[src/design/mpfe_cfg.svh]
// offsets, field positions, reset values and counts of the front end
`ifndef MPFE_CFG_SVH
`define MPFE_CFG_SVH
`define MPFE_OFF_PAGE 8'h00
`define MPFE_OFF_PWR0 8'h04
`define MPFE_OFF_PWR2 8'h08
`define MPFE_OFF_CTRL 8'h0C
`define MPFE_OFF_PORT 4'h1
`define MPFE_OFF_MC 8'h20
`define MPFE_OFF_STAT 8'h24
`define MPFE_OFF_PINS 8'h28
`define MPFE_PWR0_RST 8'h01
`define MPFE_P0_SPEED 0
`define MPFE_P0_APD_EN 1
`define MPFE_CT_DATA 0
`define MPFE_CT_LANE 1
`define MPFE_CT_SCAN 2
`define MPFE_PAGE_SWAP 7
`define MPFE_REG_WIN 8'h7F
`define MPFE_APD_LIMIT 8'h0F
`define MPFE_SYNC_W 47
`define MPFE_PINS 27
`endif

[src/design/mpfe_pkg.sv]
// types of the front end
package mpfe_pkg;
  typedef struct packed {
    logic cyc;
    logic stb;
    logic we;
    logic [7:0] adr;
    logic [3:0] sel;
    logic [31:0] dat;
  } mpfe_wb_req_t;
  typedef struct packed {
    logic ack;
    logic [31:0] dat;
  } mpfe_wb_rsp_t;
  typedef struct packed {
    logic [7:0] prim_sel;
    logic [3:0] sec_sel;
    logic reg_sel;
    logic mem_en;
    logic prim_wr_ok;
    logic sec_wr_ok;
    logic flash_wr;
  } mpfe_dec_t;
  typedef enum logic [1:0] {
    MPFE_APD_RUN = 2'h1,
    MPFE_APD_DOWN = 2'h2
  } mpfe_apd_t;
  typedef enum logic [1:0] {
    MPFE_PIN_HOST = 2'h0,
    MPFE_PIN_LOGIC = 2'h1,
    MPFE_PIN_ADDR = 2'h2,
    MPFE_PIN_IN = 2'h3
  } mpfe_pin_t;
  typedef struct packed {
    logic [46:0] s1;
    logic [46:0] s2;
    logic lclk_q;
    logic [7:0] page_reg;
    logic [7:0] power0_reg;
    logic [7:0] power2_reg;
    logic [7:0] ctrl_reg;
    logic [3:0][31:0] port_reg;
    logic [15:0] addr_reg;
    logic [15:0] mc_reg;
    logic [23:0] hold_reg;
    logic fetch_prim_reg;
    logic [7:0] apd_cnt_reg;
    mpfe_apd_t apd_reg;
    logic ack_reg;
    logic [31:0] rdata_reg;
  } mpfe_state_t;
endpackage

[src/design/mpfe_front_end.sv]
// host front end: bus latch, page, decoder, logic array, power, ports
`timescale 1ns/1ps
`default_nettype none
`include "mpfe_cfg.svh"

//////////////////////////////////////////////////////////////////////////////
// What this block does
// - chip select low enables, high disables
// - latch strobe on port D bit0 captures address
// - logic array clock pin paces macrocells, power-down
// - primary flash: eight sectors, own selects
// - secondary flash: four sectors, own selects
// - eight-bit page register extends address range
// - page value remaps flash sectors
// - decoder selects are purely combinational
// - sixteen registered macrocells, three combinational outputs
// - twenty-four input macrocells feed the arrays
// - speed bit zero: array sleeps until input change
// - power register two blocks array inputs
// - auto power-down while host bus idle
// - each of 27 pins configurable
// - ports A and B as data port
// - scan signals share port C pins
// - scan port programs device without host
// - host programs one flash from other
// - logic configuration only via scan port
module mpfe_front_end (
  input wire logic mclk,
  input wire logic arst_n,
  input wire mpfe_pkg::mpfe_wb_req_t wb_req,
  output wire mpfe_pkg::mpfe_wb_rsp_t wb_rsp,
  input wire logic [15:0] host_ad,
  input wire logic host_wr_n,
  input wire logic host_rd_n,
  input wire logic host_fetch_n,
  input wire logic scan_force,
  input wire logic [26:0] pin_in,
  output wire logic [26:0] pin_out,
  output wire logic [26:0] pin_oe_n,
  output var mpfe_pkg::mpfe_dec_t dec,
  output wire logic [2:0] lga_comb,
  output wire logic power_down,
  output wire logic cfg_prog_en,
  output wire logic scan_tck,
  output wire logic scan_tms,
  output wire logic scan_tdi,
  input wire logic scan_prog_status,
  input wire logic scan_prog_error,
  input wire logic scan_tdo
);

  mpfe_pkg::mpfe_state_t s;
  mpfe_pkg::mpfe_state_t n;

  logic [26:0] pins;
  logic [15:0] had;
  logic cs_n, ale, lclk, ben_n, wr_n, rd_n, fetch_n;
  logic scan_on, lclk_rise, live, host_act, en, regwin, swap;
  logic [23:0] ib;

  function automatic logic [31:0] bw(input logic [31:0] o,
                                     input logic [31:0] d,
                                     input logic [3:0] sel);
    logic [31:0] r;
    r = o;
    for (int b = 0; b < 4; b++) begin
      if (sel[b]) begin
        r[8*b +: 8] = d[8*b +: 8];
      end
    end
    return r;
  endfunction

  //////////////////////////////////////////////////////////////////////////
  // synchronised pins; only s2 is ever read
  assign pins = s.s2[26:0];
  assign had = s.s2[42:27];
  assign wr_n = s.s2[43];
  assign rd_n = s.s2[44];
  assign fetch_n = s.s2[45];
  // chip select on port D bit2
  assign cs_n = pins[26];
  assign ale = pins[24];
  // array clock pin, edge used as enable
  assign lclk = pins[25];
  assign ben_n = pins[23];
  // strap pin opens scan port on a blank part
  assign scan_on = s.ctrl_reg[`MPFE_CT_SCAN] | s.s2[46];
  assign lclk_rise = lclk & ~s.lclk_q;
  // input macrocells from ports A, B, C
  // power register two blocks a group per bit
  assign ib = pins[23:0] & ~{{8{s.power2_reg[2]}}, {8{s.power2_reg[1]}},
                             {8{s.power2_reg[0]}}};
  // asleep unless speed set or inputs moved
  assign live = s.power0_reg[`MPFE_P0_SPEED] | (ib != s.hold_reg);
  assign host_act = ~cs_n | ale;
  assign power_down = (s.apd_reg == mpfe_pkg::MPFE_APD_DOWN);
  // configuration writes only ever open to scan
  assign cfg_prog_en = scan_on;
  // combinational outputs read the held inputs
  assign lga_comb = {^s.hold_reg[23:16], |s.hold_reg[15:8],
                     &s.hold_reg[7:0]};
  assign wb_rsp = '{ack: s.ack_reg, dat: s.rdata_reg};

  //////////////////////////////////////////////////////////////////////////
  // address decoder, no flops in the select path
  always_comb begin
    // selects dead while chip select high or powered down
    en = ~cs_n & ~power_down;
    regwin = (s.addr_reg[15:8] == `MPFE_REG_WIN);
    // page top bit swaps flash halves
    swap = s.page_reg[`MPFE_PAGE_SWAP];
    dec = '0;
    dec.mem_en = en;
    dec.reg_sel = en & regwin;
    if (en & ~regwin & (s.addr_reg[15] ^ swap)) begin
      // 32K primary sector chosen by page bits
      dec.prim_sel = 8'h01 << s.page_reg[2:0];
    end
    if (en & ~regwin & ~(s.addr_reg[15] ^ swap)) begin
      dec.sec_sel = 4'h1 << s.addr_reg[14:13];
    end
    // byte-lane host must qualify the write
    dec.flash_wr = en & ~regwin & ~wr_n &
                   (~s.ctrl_reg[`MPFE_CT_LANE] | ~ben_n);
    // program the flash not being executed from
    dec.prim_wr_ok = ~s.fetch_prim_reg & ~scan_on;
    dec.sec_wr_ok = s.fetch_prim_reg & ~scan_on;
  end

  //////////////////////////////////////////////////////////////////////////
  // next state
  always_comb begin
    n = s;
    n.s1 = {scan_force, host_fetch_n, host_rd_n, host_wr_n, host_ad, pin_in};
    n.s2 = s.s1;
    n.lclk_q = lclk;
    n.ack_reg = 1'b0;
    if (s.ctrl_reg[`MPFE_CT_DATA]) begin
      n.addr_reg = had;
    end else if (ale) begin
      n.addr_reg = had;
    end
    if (~fetch_n & en) begin
      n.fetch_prim_reg = |dec.prim_sel;
    end
    // hold captures inputs only while awake
    if (live) begin
      n.hold_reg = ib;
    end
    // macrocells step on array clock edges
    if (lclk_rise & live) begin
      n.mc_reg = ib[15:0] ^ ib[23:8];
    end
    // idle bus counts array clocks to power-down
    unique case (s.apd_reg)
      mpfe_pkg::MPFE_APD_RUN: begin
        if (host_act | ~s.power0_reg[`MPFE_P0_APD_EN]) begin
          n.apd_cnt_reg = 8'h00;
        end else if (lclk_rise) begin
          if (s.apd_cnt_reg == `MPFE_APD_LIMIT) begin
            n.apd_reg = mpfe_pkg::MPFE_APD_DOWN;
          end else begin
            n.apd_cnt_reg = s.apd_cnt_reg + 8'h01;
          end
        end
      end
      mpfe_pkg::MPFE_APD_DOWN: begin
        if (host_act) begin
          n.apd_reg = mpfe_pkg::MPFE_APD_RUN;
          n.apd_cnt_reg = 8'h00;
        end
      end
    endcase
    // register slave; ack one cycle, then a dead cycle
    if (wb_req.cyc & wb_req.stb & ~s.ack_reg) begin
      n.ack_reg = 1'b1;
      n.rdata_reg = 32'h0000_0000;
      if (wb_req.adr[7:4] == `MPFE_OFF_PORT && wb_req.adr[1:0] == 2'h0) begin
        n.rdata_reg = s.port_reg[wb_req.adr[3:2]];
        if (wb_req.we) begin
          n.port_reg[wb_req.adr[3:2]] =
            bw(s.port_reg[wb_req.adr[3:2]], wb_req.dat, wb_req.sel);
        end
      end
      unique case (wb_req.adr)
        `MPFE_OFF_PAGE: begin
          n.rdata_reg = {24'h000000, s.page_reg};
          if (wb_req.we & wb_req.sel[0]) begin
            n.page_reg = wb_req.dat[7:0];
          end
        end
        `MPFE_OFF_PWR0: begin
          n.rdata_reg = {24'h000000, s.power0_reg};
          if (wb_req.we & wb_req.sel[0]) begin
            n.power0_reg = wb_req.dat[7:0];
          end
        end
        `MPFE_OFF_PWR2: begin
          n.rdata_reg = {24'h000000, s.power2_reg};
          if (wb_req.we & wb_req.sel[0]) begin
            n.power2_reg = wb_req.dat[7:0];
          end
        end
        `MPFE_OFF_CTRL: begin
          n.rdata_reg = {24'h000000, s.ctrl_reg};
          if (wb_req.we & wb_req.sel[0]) begin
            n.ctrl_reg = wb_req.dat[7:0];
          end
        end
        `MPFE_OFF_MC: begin
          n.rdata_reg = {16'h0000, s.mc_reg};
          // host load wins over an array edge in the same cycle
          if (wb_req.we) begin
            n.mc_reg = 16'(bw({16'h0000, s.mc_reg}, wb_req.dat,
                              wb_req.sel));
          end
        end
        `MPFE_OFF_STAT: begin
          n.rdata_reg = {28'h0000000, power_down, s.fetch_prim_reg,
                         scan_on, ~live};
        end
        `MPFE_OFF_PINS: begin
          n.rdata_reg = {5'h00, pins};
        end
        default: begin
        end
      endcase
    end
  end

  always_ff @(posedge mclk or negedge arst_n) begin
    if (!arst_n) begin
      s <= '0;
      s.power0_reg <= `MPFE_PWR0_RST;
      s.apd_reg <= mpfe_pkg::MPFE_APD_RUN;
    end else begin
      s <= n;
    end
  end

  //////////////////////////////////////////////////////////////////////////
  // pins; scan taps are raw synced levels, so tck must stay slow
  // scan inputs from C0, C1, C5
  assign scan_tms = scan_on & pins[16];
  assign scan_tck = scan_on & pins[17];
  assign scan_tdi = scan_on & pins[21];

  for (genvar i = 0; i < `MPFE_PINS; i++) begin : g_pin
    localparam bit SIN = (i == 16) || (i == 17) || (i == 21);
    localparam bit SOUT = (i == 19) || (i == 20) || (i == 22);
    logic [1:0] md;
    logic o, e_n, so;
    assign md = s.port_reg[i / 8][16 + 2 * (i % 8) +: 2];
    assign so = (i == 19) ? scan_prog_status :
                (i == 20) ? scan_prog_error : scan_tdo;
    always_comb begin
      o = s.port_reg[i / 8][i % 8];
      e_n = ~s.port_reg[i / 8][8 + i % 8];
      if (i < 16 && s.ctrl_reg[`MPFE_CT_DATA]) begin
        // data port drives only on host read
        e_n = ~(~cs_n & ~rd_n);
      end else if (md == mpfe_pkg::MPFE_PIN_ADDR) begin
        o = s.addr_reg[i % 16];
        e_n = 1'b0;
      end else if (md == mpfe_pkg::MPFE_PIN_LOGIC) begin
        o = s.mc_reg[i % 16];
        e_n = 1'b0;
      end else if (md == mpfe_pkg::MPFE_PIN_IN) begin
        e_n = 1'b1;
      end
      if (scan_on && SIN) begin
        e_n = 1'b1;
      end
      if (scan_on && SOUT) begin
        o = so;
        e_n = 1'b0;
      end
    end
    assign pin_out[i] = o;
    assign pin_oe_n[i] = e_n;
  end
endmodule
`default_nettype wire

[config.mk]
export PLATFORM = sky130hd
export DESIGN_NAME = mpfe_front_end
export DESIGN_NICKNAME = d
export VERILOG_FILES = /design/src/design/mpfe_pkg.sv /design/src/design/mpfe_front_end.sv
export VERILOG_INCLUDE_DIRS = /design/src /design/src/design
export SDC_FILE = /design/constraint.sdc
export NUM_CORES = 1
export LEC_CHECK = 0
export BUFFER_PORTS_ARGS = -buffer_cell sky130_fd_sc_hd__buf_2
export CORE_UTILIZATION = 42
export DETAILED_ROUTE_END_ITERATION = 8
export REMOVE_ABC_BUFFERS = 1
export SYNTH_ARGS = -nofsm -noshare
export SYNTH_HDL_FRONTEND = slang
export SYNTH_SLANG_ARGS = --single-unit
export TNS_END_PERCENT = 20
[constraint.sdc]
create_clock -name mclk -period 6.7 [get_ports mclk]
set_clock_uncertainty 0.05 [all_clocks]
set_input_delay 1.34 -clock mclk [delete_from_list [all_inputs] [get_ports mclk]]
set_output_delay 1.34 -clock mclk [all_outputs]
set_load 0.005 [all_outputs]
==> results.toml <==
[status]
status = "completed"

[worst_setup_path]
critPathLaunchType = "flip-flop"
critPathCaptureType = "output pin"
cp.arrival_ps = 2880
cp_max_fo = 7
setup.worst_path.class = "reg2out"
required_ps = 5310

[sta]
fmax_mhz = 234
relSlewSlack_pct = 17.0
period_needed_ps = 4270
rsz0062_at_grt = "no"
setup_viol = 0
tightest_slew_ps = 1230
setup_tns_ps = 0
final-hold-violation-count = 0
final_max_slew_viol_count = 0
fin_crit_sh_pct = 63.7

[synth]
yosysUniqueCellTypes = 62
avgSynthCellArea_um2 = 10.5
synthCells = 1611
ys_ff_latch = 355
seq_area_frac_synth_pct = 52.7
async_flop_share_pct = 100
synth_top_area_cell = "dfrtp_1"
yosysTopAreaCellShare_pct = 52.4
synth_top_flop_cell = "dfrtp_1"
synth-edff-count = 0
synth_commonest_cells = "dfrtp_1 (353), nand2_1 (163), o21ai_0 (149)"
synth.cell_area_um2 = 16800
synth_area_leaders = "dfrtp_1 (52%), mux4_2 (5.3%), o21ai_0 (4.4%)"
yosysWarnings = 0
synth.most_common_cell = "dfrtp_1"

[clock_tree]
htree_levels = 2
clk_latency_ps = 560
clockBufferDepth = 3
post_cts_buffers = 0
cts_root_buffer = "clkbuf_16"
numClockSinks = 355
cts_tree = "built"
cts_resized = 0
hold_buffers = 0
cts_buffers = 40
path_clk_slew_ps = 60

[global_route]
grt_pass1_wl_mm = 77.1
grt_use_met2_pct = 39.2
gr-total-overflow = 0
track_usage_pct = 25.2
met1_usage_pct = 34.1
top_usage_layer = "met2"
grt_pass1_vias = 12500
grt_util_met3_pct = 6.13
grt_max_degree = 121
antenna_found_initial = 3

[placement]
gp_congestion = 0.886
port_buffers = 210
placed_area_um2 = 17700
dpl.hpwl_mm = 35.3
dp.cells = 2190

[floorplan]
num_rows = 73
core_um2 = 39600
die-area_um2 = 40900
die-width_um = 202
start_util_pct = 42.5
pin_count = 211
fp.dieH_um = 202

[routing]
drtAntennaViolNets = 0
wirelength_mm = 51.2
wl_per_cell_um = 22.6
dr_total_vias = 12800
viasPerCell = 5.67
drc = 0
first_pass_iters = 5
dr.first_iter.drc_count = 922

[power_and_ir_drop]
power_density_nw_per_um2 = 273
pwr-share-seq_pct = 45.1
p_sw_uw = 1320
netSwitchingFraction_pct = 25.1
power_frac_comb_pct = 9.2
internal-power_uw = 3920
power_uw = 5240
clkPwrFrac_pct = 45.7
peakVddDrop_v = 0.000174
p_leak_uw = 0.00858

[cells_and_area]
drive_gt1_share_pct = 23.6
area_growth_pct = 13.8
layout.cells.non_filler = 2264
finalInstanceArea_um2 = 19200
post-route-util_pct = 48.4
final_nets = 1807

[job]
cap_violations = 0

[hold_path]
hp-class = "reg2reg"
## path summary, 6_finish.rpt
kind	startpoint	end	slack [ps]	cells after the start
worst min-delay path	n[262]	pins[1]	300	0
worst max register to register	s[237]	s[81]	3620	8
worst max-delay path	s[98]	dec[5]	2430	6
worst min register to register	n[262]	pins[1]	300	0
max in group asynchronous	arst_n	wb_rsp[15]	4440	2
min in group asynchronous	arst_n	s[147]	770	1
## cells by family (layout without fill, tap and decap cells)
group / after synthesis / in the layout / synth area share, %
buffers and inverters: 207 / 334 / 6.72
other: 0 / 1 / 0
AO/OA/AOI/OAI: 372 / 372 / 13.0
flip-flops: 355 / 355 / 52.7
AND/OR/NAND/NOR: 503 / 503 / 14.1
adder cells (fa/ha/maj): 1 / 1 / 0.0743
XOR/XNOR: 38 / 38 / 1.98
multiplexers: 135 / 135 / 11.4
## layer usage
metal / wire length [um] / up-vias / share of wire, %
li1: - / 5815 / -
met4: 1600 / 4 / 3.1
met2: 23800 / 542 / 47
met1: 21500 / 6388 / 42
met3: 4210 / 92 / 8.2
met5: 23 / - / 0.045
## placed cells by master, fill, tap and decap left out, types with 29 or more instances in the layout
cell type  Yosys  layout
nor2b_1       29      29
mux4_2        40      40
nand3_1       31      31
clkbuf_16      0      42
nand2b_1      29      29
a21oi_1       97      97
mux2i_1       38      38
nand2_1      163     162
nor3_1        29      29
o21ai_0      149     149
inv_1         30      30
dfrtp_1      353     352
nor2_1       138     138
xnor2_1       29      29
buf_2         13     208
mux2_2        57      57
## worst max-delay path, stage by stage, from the launching register on
cell	delay, ps
dfrtp_1	500
and4_1	280
nand4_1	140
nor2_1	130
nor4_1	890
nor3b_1	250
buf_2	140
## power by group through the flow
stage | Combinational [uW] | Sequential, uW | Clock, uW
3_5_place_dp | 489 | 2400 | 0
6_report | 483 | 2360 | 2390
4_1_cts | 490 | 2360 | 2430
5_1_grt | 539 | 2370 | 2520
2_1_floorplan | 243 | 2350 | 0
3_3_place_gp | 481 | 2400 | 0
## area by class of cell
| class | count | area [um^2] |
|---|---|---|
| Clock inverter | 14 | 238 |
| Antenna cell | 1 | 2.50 |
| Fill cell | 3782 | 20500 |
| Clock buffer | 59 | 1200 |
| Multi-Input combinational cell | 1049 | 6840 |
| Timing Repair Buffer | 230 | 1230 |
| Tap cell | 525 | 657 |
| Sequential cell | 355 | 8890 |
| Inverter | 31 | 116 |
## stage by stage
stage | setup slack (ps) | hold WS [ps]
floorplan | 2460 | 281
global placement | 2420 | 283
detailed placement | 2360 | 286
CTS | 2380 | 298
global route | 2330 | 302
finish | 2430 | 296
## registers in the layout, indices dropped and copies added (netlist names), 16 cells and up
name / count
pins: 23
n: 47
had: 16
wb_rsp: 33
g_pin.md: 54
s: 176
(Power assumes the default switching activity.)
